[src/pll_ctrl_pkg.sv]
// Package: register map, field positions and types for the link PLL control bank
// Functional notes
// RULE_01: Bit 0 at 0x500 written one forces a link PLL reset from the register map.
// RULE_02: Lock output follows state machine unless bit 6 set, then equals bit 7.
// RULE_03: Enable control bit 5 makes the logic ignore the PLL lock input.
// RULE_04: Writing one to enable control bit 3 clears the sticky lock-loss flag.
// RULE_05: Pulse on bit 1 starts VCO calibration; pulse lasts at least one clock.
// RULE_06: Bit 0 powers up PLL, starts regulator, calibrates, then signals lock.
// RULE_07: Status bit 4 sets on any lock loss and stays until software clears it.
// RULE_08: Status bits 3 and 0 read high while locked, low otherwise.
// RULE_09: Status bit 2 rises on calibration start edge, falls when last step ends.
// RULE_10: Status bit 1 high after regulator stays above threshold for enough checks.
// RULE_11: Calibration-enable bits 4 and 3 enable transmit and receive clock outputs.
// RULE_12: Calibration-enable bit 1 routes output clocks to the serializer only.
// RULE_13: Calibration-enable bit 0 enables PLL octave calibration.
// RULE_14: Divider bit 7 selects reference output divided by forty or one hundred twenty.
// RULE_15: Divider bit 6 selects feedback factor times six or times eight.
// RULE_16: Output divider bits 5:4 divide by one or two by low bit; reset 2.
// RULE_17: Input divider bits 2:0 divide by 1,2,4,8, or 16 for codes four up.
// RULE_18: Reserved bits read zero and ignore writes.
package pll_ctrl_pkg;
  // ----------------------------------------------------------------
  // Register indices and byte address width
  // ----------------------------------------------------------------
  localparam logic [11:0] IDX_RESET = 12'h500;
  localparam logic [11:0] IDX_ENABLE = 12'h501;
  localparam logic [11:0] IDX_STATUS = 12'h502;
  localparam logic [11:0] IDX_ENCAL = 12'h506;
  localparam logic [11:0] IDX_DIVIDER = 12'h507;
  localparam int ADDR_W = 14;
  // ----------------------------------------------------------------
  // Field positions
  // ----------------------------------------------------------------
  localparam int BIT_LINK_RESET = 0;
  localparam int BIT_OVR_VALUE = 7;
  localparam int BIT_OVR_EN = 6;
  localparam int BIT_LOCK_IGNORE = 5;
  localparam int BIT_LOSS_CLEAR = 3;
  localparam int BIT_CAL_TRIGGER = 1;
  localparam int BIT_POWER_UP = 0;
  localparam int BIT_ST_LOSS = 4;
  localparam int BIT_ST_RF_LOCK = 3;
  localparam int BIT_ST_CAL = 2;
  localparam int BIT_ST_REG = 1;
  localparam int BIT_ST_LOCK = 0;
  localparam int BIT_TX_DIST = 4;
  localparam int BIT_RX_DIST = 3;
  localparam int BIT_SER_ONLY = 1;
  localparam int BIT_OCTAVE = 0;
  localparam int BIT_REF_SEL = 7;
  localparam int BIT_FB_SEL = 6;
  localparam int BIT_ODIV_LO = 4;
  // ----------------------------------------------------------------
  // Writable masks and reset values
  // ----------------------------------------------------------------
  localparam logic [7:0] MASK_RESET = 8'h01;
  localparam logic [7:0] MASK_ENABLE = 8'hEB;
  localparam logic [7:0] MASK_ENCAL = 8'h1B;
  localparam logic [7:0] MASK_DIVIDER = 8'hF7;
  localparam logic [7:0] RST_RESET = 8'h00;
  localparam logic [7:0] RST_ENABLE = 8'h00;
  localparam logic [7:0] RST_ENCAL = 8'h00;
  localparam logic [7:0] RST_DIVIDER = 8'h22;
  // ----------------------------------------------------------------
  // Divider ratios and timing
  // ----------------------------------------------------------------
  localparam logic [6:0] REF_DIV_LOW = 7'h28;
  localparam logic [6:0] REF_DIV_HIGH = 7'h78;
  localparam logic [3:0] FB_MULT_LOW = 4'h6;
  localparam logic [3:0] FB_MULT_HIGH = 4'h8;
  localparam int CLK_MHZ = 10;
  localparam int REG_CHECK_US = 2;
  localparam int REG_CHECK_CYC = REG_CHECK_US * CLK_MHZ;
  localparam int REG_CHECK_COUNT = 4;
  localparam int CAL_STEP_CYC = 16;
  localparam int CAL_STEPS = 4;
  // ----------------------------------------------------------------
  // Types
  // ----------------------------------------------------------------
  typedef enum logic [4:0] {
    ST_OFF = 5'b00001,
    ST_REGULATOR = 5'b00010,
    ST_CALIBRATE = 5'b00100,
    ST_LOCKED = 5'b01000,
    ST_UNLOCKED = 5'b10000
  } pll_state_e;

  typedef struct packed {
    logic tx_dist;
    logic rx_dist;
    logic ser_only;
    logic octave_cal;
    logic [6:0] ref_out_div;
    logic [3:0] fb_mult;
    logic [1:0] out_div;
    logic [4:0] in_div;
  } pll_cfg_s;

  // Input divider code to ratio
  function automatic logic [4:0] in_div_ratio(input logic [2:0] code);
    if (code[2]) begin
      in_div_ratio = 5'h10;
    end else begin
      in_div_ratio = 5'(5'h01 << code[1:0]);
    end
  endfunction
endpackage

[src/pll_step_timer.sv]
// Counter that pulses when a run of steps of fixed length completes
`timescale 1ns/1ps
module pll_step_timer #(
  parameter int STEP_CYC = 16,
  parameter int STEPS = 4
) (
  input wire logic clk_in, // Reference clock
  input wire logic reset_in, // Synchronous reset
  input wire logic run_in, // Count while high
  input wire logic ok_in, // Step passes only while high
  output logic done_out // Pulse when last step completes
);
  localparam int TOTAL = STEP_CYC * STEPS;
  logic [15:0] cnt_q;
  wire logic hit = (cnt_q == 16'(TOTAL - 1));
  always_ff @(posedge clk_in) begin
    if (reset_in || !run_in || !ok_in || hit) begin
      cnt_q <= 16'h0000;
    end else begin
      cnt_q <= cnt_q + 16'h0001;
    end
  end
  always_ff @(posedge clk_in) begin
    if (reset_in) begin
      done_out <= 1'b0;
    end else begin
      done_out <= run_in && ok_in && hit;
    end
  end
endmodule // pll_step_timer

[src/pll_ctrl_regs.sv]
// Link PLL control and status register bank on AXI4-Lite
//
// Chosen here: register access over AXI4-Lite.
`timescale 1ns/1ps
module pll_ctrl_regs
  import pll_ctrl_pkg::*;
(
  input wire logic clk_in, // 10 MHz reference clock
  input wire logic reset_in, // Synchronous active-high reset
  input wire logic [ADDR_W-1:0] s_axi_awaddr, // Write address
  input wire logic s_axi_awvalid, // Write address valid
  output logic s_axi_awready, // Write address ready
  input wire logic [31:0] s_axi_wdata, // Write data
  input wire logic [3:0] s_axi_wstrb, // Write strobes
  input wire logic s_axi_wvalid, // Write data valid
  output logic s_axi_wready, // Write data ready
  output logic [1:0] s_axi_bresp, // Write response
  output logic s_axi_bvalid, // Write response valid
  input wire logic s_axi_bready, // Write response ready
  input wire logic [ADDR_W-1:0] s_axi_araddr, // Read address
  input wire logic s_axi_arvalid, // Read address valid
  output logic s_axi_arready, // Read address ready
  output logic [31:0] s_axi_rdata, // Read data
  output logic [1:0] s_axi_rresp, // Read response
  output logic s_axi_rvalid, // Read data valid
  input wire logic s_axi_rready, // Read data ready
  input wire logic pll_lock_in, // Analog PLL lock pin
  input wire logic reg_above_in, // Regulator above threshold pin
  output logic link_reset_out, // Link PLL reset, active high
  output logic pll_power_out, // PLL power enable
  output logic cal_busy_out, // VCO calibration running
  output logic locked_out, // Lock indication
  output pll_cfg_s cfg_out // Clock distribution and divider settings
);
  // ----------------------------------------------------------------
  // Pin synchronisers
  // ----------------------------------------------------------------
  logic [1:0] lock_sync_q;
  logic [1:0] reg_sync_q;
  always_ff @(posedge clk_in) begin
    if (reset_in) begin
      lock_sync_q <= 2'h0;
      reg_sync_q <= 2'h0;
    end else begin
      lock_sync_q <= {lock_sync_q[0], pll_lock_in};
      reg_sync_q <= {reg_sync_q[0], reg_above_in};
    end
  end
  wire logic lock_pin = lock_sync_q[1];
  wire logic reg_pin = reg_sync_q[1];

  // ----------------------------------------------------------------
  // Bus slave: address and data may arrive in either order
  // ----------------------------------------------------------------
  logic aw_held_q;
  logic w_held_q;
  logic [ADDR_W-1:0] awaddr_q;
  logic [31:0] wdata_q;
  logic [3:0] wstrb_q;
  wire logic aw_take = s_axi_awvalid && s_axi_awready;
  wire logic w_take = s_axi_wvalid && s_axi_wready;
  wire logic wr_fire = aw_held_q && w_held_q && !s_axi_bvalid;
  wire logic [11:0] wr_idx = awaddr_q[ADDR_W-1:2];
  wire logic [11:0] rd_idx = s_axi_araddr[ADDR_W-1:2];
  wire logic wr_lane0 = wr_fire && wstrb_q[0];
  wire logic [7:0] wbyte = wdata_q[7:0];
  wire logic ar_take = s_axi_arvalid && s_axi_arready;

  function automatic logic idx_known(input logic [11:0] idx);
    idx_known = (idx == IDX_RESET) || (idx == IDX_ENABLE) || (idx == IDX_STATUS) ||
                (idx == IDX_ENCAL) || (idx == IDX_DIVIDER);
  endfunction

  always_ff @(posedge clk_in) begin
    if (reset_in) begin
      aw_held_q <= 1'b0;
      w_held_q <= 1'b0;
      awaddr_q <= '0;
      wdata_q <= 32'h00000000;
      wstrb_q <= 4'h0;
    end else begin
      if (aw_take) begin
        aw_held_q <= 1'b1;
        awaddr_q <= s_axi_awaddr;
      end else if (wr_fire) begin
        aw_held_q <= 1'b0;
      end
      if (w_take) begin
        w_held_q <= 1'b1;
        wdata_q <= s_axi_wdata;
        wstrb_q <= s_axi_wstrb;
      end else if (wr_fire) begin
        w_held_q <= 1'b0;
      end
    end
  end

  always_ff @(posedge clk_in) begin
    if (reset_in) begin
      s_axi_awready <= 1'b0;
      s_axi_wready <= 1'b0;
      s_axi_bvalid <= 1'b0;
      s_axi_bresp <= 2'h0;
      s_axi_arready <= 1'b0;
      s_axi_rvalid <= 1'b0;
      s_axi_rresp <= 2'h0;
    end else begin
      s_axi_awready <= !aw_held_q && !aw_take && !s_axi_bvalid;
      s_axi_wready <= !w_held_q && !w_take && !s_axi_bvalid;
      if (wr_fire) begin
        s_axi_bvalid <= 1'b1;
        s_axi_bresp <= idx_known(wr_idx) ? 2'h0 : 2'h2;
      end else if (s_axi_bready) begin
        s_axi_bvalid <= 1'b0;
      end
      s_axi_arready <= !s_axi_rvalid && !ar_take;
      if (ar_take) begin
        s_axi_rvalid <= 1'b1;
        s_axi_rresp <= idx_known(rd_idx) ? 2'h0 : 2'h2;
      end else if (s_axi_rready) begin
        s_axi_rvalid <= 1'b0;
      end
    end
  end

  // ----------------------------------------------------------------
  // Software registers; reserved bits never store [RULE_18]
  // ----------------------------------------------------------------
  logic [7:0] rst_reg_q;
  logic [7:0] en_reg_q;
  logic [7:0] encal_reg_q;
  logic [7:0] div_reg_q;
  logic loss_clear_q;
  wire logic wr_rst = wr_lane0 && (wr_idx == IDX_RESET);
  wire logic wr_en = wr_lane0 && (wr_idx == IDX_ENABLE);
  always_ff @(posedge clk_in) begin
    if (reset_in) begin
      rst_reg_q <= RST_RESET;
      en_reg_q <= RST_ENABLE;
      encal_reg_q <= RST_ENCAL;
      div_reg_q <= RST_DIVIDER;
      loss_clear_q <= 1'b0;
    end else begin
      if (wr_rst) begin
        rst_reg_q <= wbyte & MASK_RESET; // [RULE_18]
      end
      if (wr_en) begin
        en_reg_q <= wbyte & MASK_ENABLE; // [RULE_18]
      end
      if (wr_lane0 && wr_idx == IDX_ENCAL) begin
        encal_reg_q <= wbyte & MASK_ENCAL; // [RULE_18]
      end
      if (wr_lane0 && wr_idx == IDX_DIVIDER) begin
        div_reg_q <= wbyte & MASK_DIVIDER; // [RULE_18]
      end
      loss_clear_q <= wr_en && wbyte[BIT_LOSS_CLEAR]; // [RULE_04]
    end
  end

  // ----------------------------------------------------------------
  // Power-up, regulator and calibration sequence
  // ----------------------------------------------------------------
  pll_state_e state_q;
  pll_state_e state_d;
  logic [7:0] reg_wait_q;
  logic [2:0] reg_checks_q;
  logic reg_ok_q;
  logic cal_trig_q;
  logic cal_prog_q;
  logic loss_q;
  logic cal_done;
  wire logic link_reset = rst_reg_q[BIT_LINK_RESET]; // [RULE_01]
  wire logic power_req = en_reg_q[BIT_POWER_UP];
  wire logic lock_eff = lock_pin || en_reg_q[BIT_LOCK_IGNORE]; // [RULE_03]
  wire logic cal_edge = en_reg_q[BIT_CAL_TRIGGER] && !cal_trig_q; // [RULE_05]
  wire logic check_tick = (reg_wait_q == 8'(REG_CHECK_CYC - 1));
  wire logic sm_lock = (state_q == ST_LOCKED);
  wire logic lock_ind = en_reg_q[BIT_OVR_EN] ? en_reg_q[BIT_OVR_VALUE] : sm_lock; // [RULE_02]
  wire logic lost = (state_q == ST_LOCKED) && !lock_eff;

  always_comb begin
    state_d = state_q;
    unique case (state_q)
      ST_OFF: if (power_req) state_d = ST_REGULATOR; // [RULE_06]
      ST_REGULATOR: if (reg_ok_q) state_d = ST_CALIBRATE; // [RULE_06]
      ST_CALIBRATE: if (cal_done) state_d = lock_eff ? ST_LOCKED : ST_UNLOCKED;
      ST_LOCKED: if (!lock_eff) state_d = ST_UNLOCKED;
      ST_UNLOCKED: if (lock_eff) state_d = ST_LOCKED;
      default: state_d = ST_OFF;
    endcase
    if (cal_edge && state_q != ST_OFF && state_q != ST_REGULATOR) begin
      state_d = ST_CALIBRATE; // [RULE_05]
    end
    if (!power_req || link_reset) begin
      state_d = ST_OFF; // [RULE_01]
    end
  end

  pll_step_timer #(
    .STEP_CYC(CAL_STEP_CYC),
    .STEPS(CAL_STEPS)
  ) u_cal_timer (
    .clk_in(clk_in),
    .reset_in(reset_in),
    .run_in(state_q == ST_CALIBRATE && !cal_edge),
    .ok_in(reg_ok_q),
    .done_out(cal_done)
  );

  always_ff @(posedge clk_in) begin
    if (reset_in) begin
      state_q <= ST_OFF;
      reg_wait_q <= 8'h00;
      reg_checks_q <= 3'h0;
      reg_ok_q <= 1'b0;
      cal_trig_q <= 1'b0;
      cal_prog_q <= 1'b0;
      loss_q <= 1'b0;
    end else begin
      state_q <= state_d;
      cal_trig_q <= en_reg_q[BIT_CAL_TRIGGER];
      if (!power_req || link_reset || check_tick) begin
        reg_wait_q <= 8'h00;
      end else begin
        reg_wait_q <= reg_wait_q + 8'h01;
      end
      if (!power_req || link_reset || (check_tick && !reg_pin)) begin
        reg_checks_q <= 3'h0;
        reg_ok_q <= 1'b0;
      end else if (check_tick && !reg_ok_q) begin
        reg_checks_q <= reg_checks_q + 3'h1;
        reg_ok_q <= (reg_checks_q == 3'(REG_CHECK_COUNT - 1)); // [RULE_10]
      end
      if (state_d == ST_CALIBRATE && state_q != ST_CALIBRATE) begin
        cal_prog_q <= 1'b1; // [RULE_09]
      end else if (cal_edge && state_q == ST_CALIBRATE) begin
        cal_prog_q <= 1'b1; // [RULE_09]
      end else if (cal_done || state_d == ST_OFF) begin
        cal_prog_q <= 1'b0; // [RULE_09]
      end
      if (lost) begin
        loss_q <= 1'b1; // [RULE_07]
      end else if (loss_clear_q) begin
        loss_q <= 1'b0; // [RULE_04]
      end
    end
  end

  // ----------------------------------------------------------------
  // Status, read data and outputs
  // ----------------------------------------------------------------
  wire logic [7:0] status = {3'h0, loss_q, sm_lock, cal_prog_q, reg_ok_q, sm_lock}; // [RULE_08]
  logic [7:0] rd_byte;
  always_comb begin
    rd_byte = 8'h00;
    unique case (rd_idx)
      IDX_RESET: rd_byte = rst_reg_q;
      IDX_ENABLE: rd_byte = en_reg_q;
      IDX_STATUS: rd_byte = status;
      IDX_ENCAL: rd_byte = encal_reg_q;
      IDX_DIVIDER: rd_byte = div_reg_q;
      default: rd_byte = 8'h00;
    endcase
  end

  always_ff @(posedge clk_in) begin
    if (reset_in) begin
      s_axi_rdata <= 32'h00000000;
      link_reset_out <= 1'b0;
      pll_power_out <= 1'b0;
      cal_busy_out <= 1'b0;
      locked_out <= 1'b0;
      cfg_out <= '0;
    end else begin
      if (ar_take) begin
        s_axi_rdata <= {24'h000000, rd_byte};
      end
      link_reset_out <= link_reset; // [RULE_01]
      pll_power_out <= (state_d != ST_OFF); // [RULE_06]
      cal_busy_out <= cal_prog_q;
      locked_out <= lock_ind; // [RULE_02]
      cfg_out.tx_dist <= encal_reg_q[BIT_TX_DIST]; // [RULE_11]
      cfg_out.rx_dist <= encal_reg_q[BIT_RX_DIST]; // [RULE_11]
      cfg_out.ser_only <= encal_reg_q[BIT_SER_ONLY]; // [RULE_12]
      cfg_out.octave_cal <= encal_reg_q[BIT_OCTAVE]; // [RULE_13]
      cfg_out.ref_out_div <= div_reg_q[BIT_REF_SEL] ? REF_DIV_HIGH : REF_DIV_LOW; // [RULE_14]
      cfg_out.fb_mult <= div_reg_q[BIT_FB_SEL] ? FB_MULT_HIGH : FB_MULT_LOW; // [RULE_15]
      cfg_out.out_div <= div_reg_q[BIT_ODIV_LO] ? 2'h2 : 2'h1; // [RULE_16]
      cfg_out.in_div <= in_div_ratio(div_reg_q[2:0]); // [RULE_17]
    end
  end
endmodule // pll_ctrl_regs

[config.mk]
export PLATFORM = sky130hd
export DESIGN_NAME = pll_ctrl_regs
export DESIGN_NICKNAME = d
export VERILOG_FILES = /design/src/pll_ctrl_pkg.sv /design/src/pll_step_timer.sv /design/src/pll_ctrl_regs.sv
export SDC_FILE = /design/constraint.sdc
export NUM_CORES = 1
export LEC_CHECK = 0
export CAP_MARGIN = 25
export CORE_MARGIN = 2
export CORE_UTILIZATION = 50
export DETAILED_ROUTE_END_ITERATION = 8
export DONT_BUFFER_PORTS = 1
export PLACE_DENSITY = 0.74
export SYNTH_ARGS = -nofsm -noshare
export SYNTH_HDL_FRONTEND = slang
export SYNTH_SLANG_ARGS = --single-unit
[constraint.sdc]
create_clock -name clk_in -period 1.92 [get_ports clk_in]
set_input_delay 0.096 -clock clk_in [delete_from_list [all_inputs] [get_ports clk_in]]
set_output_delay 0.096 -clock clk_in [all_outputs]
set_load 0.005 [all_outputs]
==> metrics, run 1 <==
Crit. End Element flop; Max Root-Sink Buffers 2; Routed wire per std cell between 10 and 15 um; Max-Cap Viols 0; Rel. slew slack between 50% and 60%; Syn Inst Count about 560; Ports between 100 and 150; DRC Markers 0; r2r startpoint s_axi_arready$_SDFF_PP0_; final clock skew 0.00811 ns; r2r worst-path depth 6; WP data arrival between 2 and 2.5 ns; status finished clean; hold endpoint wdata_q[5]$_SDFFE_PP0P_; Finished Cell Area 0.00601 mm2; hpwl dp between 7000 and 8000 um; sequential element share of the synthesized area 46.9%; multi-input logic area 0.00237 mm2; Post-DP Area just under 0.005 mm2; CTS H-tree lvls 4; Port Buffer Count 0; drt first pass iters 4; CTS Root Cell clkbuf_8; clk slew on worst S/H paths around 0.060 ns; r2r setup slk a little under 0.1 ns; drt total wl between 10000 and 15000 um; # fillers about 800; via count between 4000 and 5000; CTS buffer count 17; RSZ-0062 raised after global routing false; Post-Layout Cell Count 748; Ys Warns 0; gr usage total a little over a fifth; GRT overflow 0; CP peak stage delay about 0.56 ns; dpl ws between 0.15 and 0.2 ns; Avg Inst Size Synth just under 9 um2; fin crit share a little over nine tenths; Iteration-0 DRC Markers between 150 and 200; TritonCTS clock tree done; final worst setup slack 0.0969 ns; Core Box Area ~0.0097 mm2; crit-path max FO 10; mapped cell area between 0.004 and 0.005 mm2; Lkg Pwr between 2 and 2.5 nW; startpoint types flop; final hold vios 0; Slowest-stage cell, CP dlygate4sd3_1; setup TNS 0 ns; Die Width approximately 100 um; storage element area between 0.002 and 0.0025 mm2; Netlist cell types 59; Placed Cells 673; final-report max-slew violation count 0; CP Cell Sequence nand2_8 > nor4b_4 > buf_4 > nand4_1 > a21oi_1 > dlygate4sd3_1; Worst-Margin Slew approximately 0.66 ns; Pwr Total just under 6 mW; RR Endpoint s_axi_rdata[4]$_SDFFE_PP0P_; layout cell share with drive strength beyond 1 9.59%; Die Y about 100 um; vias in the first global route ~4000; fin nets around 680; delay-heaviest family, CP buffers and inverters; Final Critical Period 1.82 ns; Seq cells post-synth ~120; Vias per Instance 5.44; Starting Density 51.3%; initial antenna violation count 0; most frequent cells in the layout dfxtp_1 (116), nand2_1 (76), nor2_1 (44); PD cells between 900 and 1000 mW/mm2; WP data required about 2.4 ns; Post-synth ARST share 0%; most common cell after layout, fill and taps aside dfxtp_1; clock sinks ~120; final setup fails 0; antenna viol nets, final 0; peak supply drop about 0.42 mV; Area growth syn-to-layout 20.4%; Hold Path Depth 3; die area 0.0108 mm2; ant diodes 0; first-pass GRT wire length approximately 18000 um; ys flop type dfxtp_1; num rows 36; crit path kind reg2reg; EDFF count, synth 0; Hold Crit Class in2reg; worst-skew pair later-pin latency between 0.5 and 0.6 ns; Fmax between 0.5 and 0.6 GHz; pin count of the biggest net entering global routing between 70 and 80; RePlAce Congestion between 0.8 and 0.9; hold path startpoint s_axi_wvalid; CP bufs+invs 2
[state kept, by name, indices dropped and copies added (netlist names), 2 cells and up]
register,count
awaddr_q,12
reg_sync_q,2
lock_sync_q,2
en_reg_q,6
u_cal_timer.cnt_q,16
s_axi_rdata,8
div_reg_q,7
cfg_out,15
reg_checks_q,3
encal_reg_q,4
state_q,5
wdata_q,8
reg_wait_q,8
[cell type report]
class | instances | share of cell area [%]
repair buffers | 52 | 8.50
multi-input cells | 404 | 39.5
flip-flops and latches | 117 | 39.0
well taps | 133 | 2.77
inverters | 10 | 0.625
clock inverters | 11 | 2.10
clock buffers | 21 | 7.48
[timing repair]
action	4_1_cts	5_1_grt
hold endpoints to repair	90	0
resized for setup	0	4
buffers inserted	0	2
hold buffers	42	0
setup endpoints to repair	0	3
[per-stage QoR]
| step | util (%) | hold slack [ns] |
|---|---|---|
| floorplan | - | 0.177 |
| global placement | 51.1 | 0.175 |
| detailed placement | 51.1 | 0.180 |
| CTS | 61.5 | 0.00163 |
| global route | 61.8 | 0.0533 |
| finish | 61.8 | 0.0225 |
[metal layers]
metal	vias up	share of wire [%]	track usage, %
li1	1974	-	-
met1	1906	42	25.0
met2	161	49	34.7
met3	27	6.8	6.52
met4	0	2.6	10.6
met5	-	0	0
[worst max path at each step]
stage,start,endpoint,slack [ns],depth (start not counted)
global placement,awaddr_q[6]$_SDFFE_PP0P_,en_reg_q[0]$_SDFFE_PP0P_,0.23,4
detailed placement,awaddr_q[6]$_SDFFE_PP0P_,en_reg_q[7]$_SDFFE_PP0P_,0.19,4
CTS,s_axi_arready$_SDFF_PP0_,s_axi_rdata[4]$_SDFFE_PP0P_,0.02,6
global route,s_axi_arready$_SDFF_PP0_,s_axi_rdata[4]$_SDFFE_PP0P_,0.001,6
floorplan,u_cal_timer.cnt_q[0]$_SDFF_PP0_,u_cal_timer.cnt_q[10]$_SDFF_PP0_,0.37,6
finish,s_axi_arready$_SDFF_PP0_,s_axi_rdata[4]$_SDFFE_PP0P_,0.1,6
[cells by family (layout without fill, tap and decap cells)]
family | Yosys count | after routing | synth area share [%]
compound gates | 91 | 91 | 11.9
xor+xnor | 20 | 20 | 3.51
fa+ha+maj | 4 | 4 | 1.00
buf+inv | 67 | 94 | 8.00
flops | 117 | 117 | 46.9
mux | 9 | 9 | 1.83
other cells | 1 | 30 | 0.0751
simple gates | 250 | 250 | 26.8
[cells in the mapped netlist (all sizes together), types with 2 or more instances]
cell | number | area, um2
a21o | 5 | 37.5
ha | 4 | 50.1
a211o | 4 | 35.0
o211ai | 3 | 22.5
nand3 | 17 | 85.1
clkbuf | 14 | 52.6
dfxtp | 117 | 2340
buf | 43 | 309
a31oi | 2 | 12.5
and3 | 2 | 12.5
a21oi | 37 | 185
a211oi | 2 | 15.0
nor3 | 9 | 45.0
nor3b | 3 | 22.5
nand2b | 9 | 56.3
xnor2 | 7 | 61.3
mux2i | 8 | 80.1
and4 | 4 | 35.0
and3b | 3 | 26.3
nor4b | 5 | 58.8
nand2 | 78 | 298
nor2 | 44 | 165
nor2b | 24 | 150
xor2 | 13 | 114
a31o | 5 | 43.8
o21ai | 16 | 80.1
inv | 10 | 37.5
and4b | 2 | 20.0
a22o | 5 | 43.8
or3 | 7 | 48.8
a32o | 2 | 20.0
a221oi | 2 | 17.5
and2 | 7 | 43.8
nor4 | 15 | 115
nand4 | 15 | 100
o31ai | 3 | 36.3
or2 | 2 | 12.5
[where the power goes]
| group | internal (mW) | switching [mW] | leakage (nW) |
|---|---|---|---|
| clock | 1.91 | 1.10 | 0.271 |
| sequential | 2.47 | 0.0381 | 0.949 |
| combinational | 0.107 | 0.135 | 1.05 |
[worst register-to-register path, delay by kind of cell, from the launching register on]
kind / cells / cell delay, ns
buffers and inverters: 2 / 0.74
AND/OR/NAND/NOR: 3 / 0.48
flip-flops: 1 / 0.39
AO/OA/AOI/OAI: 1 / 0.15
(Power assumes the default switching activity.)
==> run 2: changes to the inputs <==
Settings changed: SETUP_SLACK_MARGIN set to 0.4, SKIP_LAST_GASP set to 1.
==> metrics, run 2 (synthesis gave the netlist of run 1 again) <==
status finished clean; gr usage total roughly a fifth; most common cell after layout, fill and taps aside dfxtp_1; clk slew on worst S/H paths about 0.060 ns; final worst setup slack approximately 0.35 ns; final design utilization between 60% and 70%; PD cells 912 mW/mm2; dpl ws roughly 0.24 ns; worst-skew pair later-pin latency slightly above 0.5 ns; Post-DP Area about 0.005 mm2; CP bufs+invs 1; Starting Density roughly 50%; ant diodes 0; die area roughly 0.011 mm2; setup TNS 0 ns; Vias per Instance 5.47; drt first pass iters 4; pin count of the biggest net entering global routing 71; Largest register FFs 16; CP Cell Sequence nor4_4 > nand4_4 > buf_8 > or3_1 > nand2_1; antenna viol nets, final 0; biggest regs u_cal_timer.cnt_q: 16 flops, cfg_out: 15 flops, awaddr_q: 12 flops; GRT overflow 0; Max Root-Sink Buffers 2; delay-heaviest family, CP simple AND/OR/NAND/NOR gates; r2r startpoint awaddr_q[9]$_SDFFE_PP0P_; peak supply drop about 0.5 mV; Area growth syn-to-layout 22.2%; final-report max-slew violation count 0; final setup fails 0; hold path startpoint s_axi_araddr[4]; CTS Root Cell clkbuf_8; vias in the first global route about 3900; initial antenna violation count 0; WP data arrival approximately 2.0 ns; final hold vios 0; RSZ-0062 raised after global routing true; drt total wl 11700 um; Clk pwr share 50.6%; # fillers 812; DRC Markers 0; Crit. End Element flop; CP peak stage delay between 0.3 and 0.4 ns; Die Y between 100 and 150 um; Max-Cap Viols 0; RR Endpoint div_reg_q[4]$_SDFFE_PP0P_; first-pass GRT wire length 18400 um; hpwl dp between 7000 and 8000 um; crit path kind reg2reg; most flop-heavy register u_cal_timer.cnt_q; hold slack roughly 0.041 ns; Sw Share a little under a quarter; Ports 140; CTS H-tree lvls 4; Final Critical Period around 1.6 ns; Iteration-0 DRC Markers approximately 230; fin crit share between 80 and 90%; TritonCTS clock tree done; hold endpoint s_axi_rresp[1]$_SDFFE_PP0P_; Routed wire per std cell 15.7 um; r2r setup slk 0.35 ns; startpoint types flop; crit-path max FO 18; sequential group share of total power 45.1%; Core Box Area between 0.009 and 0.01 mm2; Finished Cell Area roughly 0.0061 mm2; Slowest-stage cell, CP or3_1; clock sinks 117; WP data required 2.37 ns; CTS buffer count 17; layout cell share with drive strength beyond 1 between 10% and 20%; Port Buffer Count 0; most frequent cells in the layout dfxtp_1 (102), nand2_1 (76), a21oi_1 (37); fin nets 675; Int Pwr between 4 and 5 mW; r2r worst-path depth 5; Psw ~1.3 mW; Fmax between 0.6 and 0.7 GHz; Hold Crit Class in2reg; combinational power share about 4.3%; Lkg Pwr about 2.3 nW; num rows 36; final clock skew slightly below 0.008 ns; RePlAce Congestion slightly below 0.8; Hold Path Depth 2; Die Width 104 um; via count approximately 4100
## run 2: per-stage QoR
step / total power [mW] / cells
after floorplan: 2.74 / 588
after global placement: 2.69 / 671
after global routing: 5.75 / 744
after CTS: 5.59 / 739
final: 5.56 / 744
after detailed placement: 2.69 / 671
## run 2: final cells by class
class | instances | area (um2) | area share (%)
multi-input cells | 404 | 2510 | 41.1
flip-flops and latches | 117 | 2370 | 38.8
repair buffers | 48 | 480 | 7.88
clock buffers | 20 | 445 | 7.30
well taps | 133 | 166 | 2.73
clock inverters | 12 | 95.1 | 1.56
inverters | 10 | 37.5 | 0.615
## run 2: worst max path at each step
stage                     slack (ns)                         to  depth (start not counted)                 startpoint
after global placement          0.37   en_reg_q[0]$_SDFFE_PP0P_                          4   awaddr_q[9]$_SDFFE_PP0P_
after CTS                       0.35   en_reg_q[6]$_SDFFE_PP0P_                          4   awaddr_q[9]$_SDFFE_PP0P_
after floorplan                 0.40  div_reg_q[2]$_SDFFE_PP0P_                          4   awaddr_q[9]$_SDFFE_PP0P_
final                           0.35  div_reg_q[4]$_SDFFE_PP0P_                          5   awaddr_q[9]$_SDFFE_PP0P_
after detailed placement        0.24   en_reg_q[6]$_SDFFE_PP0P_                          4  awaddr_q[12]$_SDFFE_PP0P_
after global routing            0.28  div_reg_q[4]$_SDFFE_PP0P_                          5   awaddr_q[9]$_SDFFE_PP0P_
## run 2: power groups by stage
stage	registers (mW)	logic, mW	clock network, mW
5_1_grt	2.51	0.266	2.97
3_3_place_gp	2.56	0.128	0
2_1_floorplan	2.55	0.186	0
3_5_place_dp	2.56	0.133	0
6_report	2.51	0.241	2.82
4_1_cts	2.51	0.227	2.85
## run 2: metal layers
layer / track usage [%] / vias to the layer above / part of all wire (%)
li1: - / 1970 / -
met1: 25.4 / 1927 / 42
met2: 35.3 / 156 / 50
met3: 6.08 / 19 / 5.9
met4: 8.78 / 0 / 1.9
met5: 0 / - / 0
## run 2: repair_timing
action / 4_1_cts / 5_1_grt
pin swaps: 0 / 19
endpoints found under the setup margin: 35 / 45
hold buffers: 36 / 0
endpoints found under the hold margin: 90 / 0
gates resized for setup: 15 / 46
buffers inserted: 0 / 4
gates cloned: 0 / 1
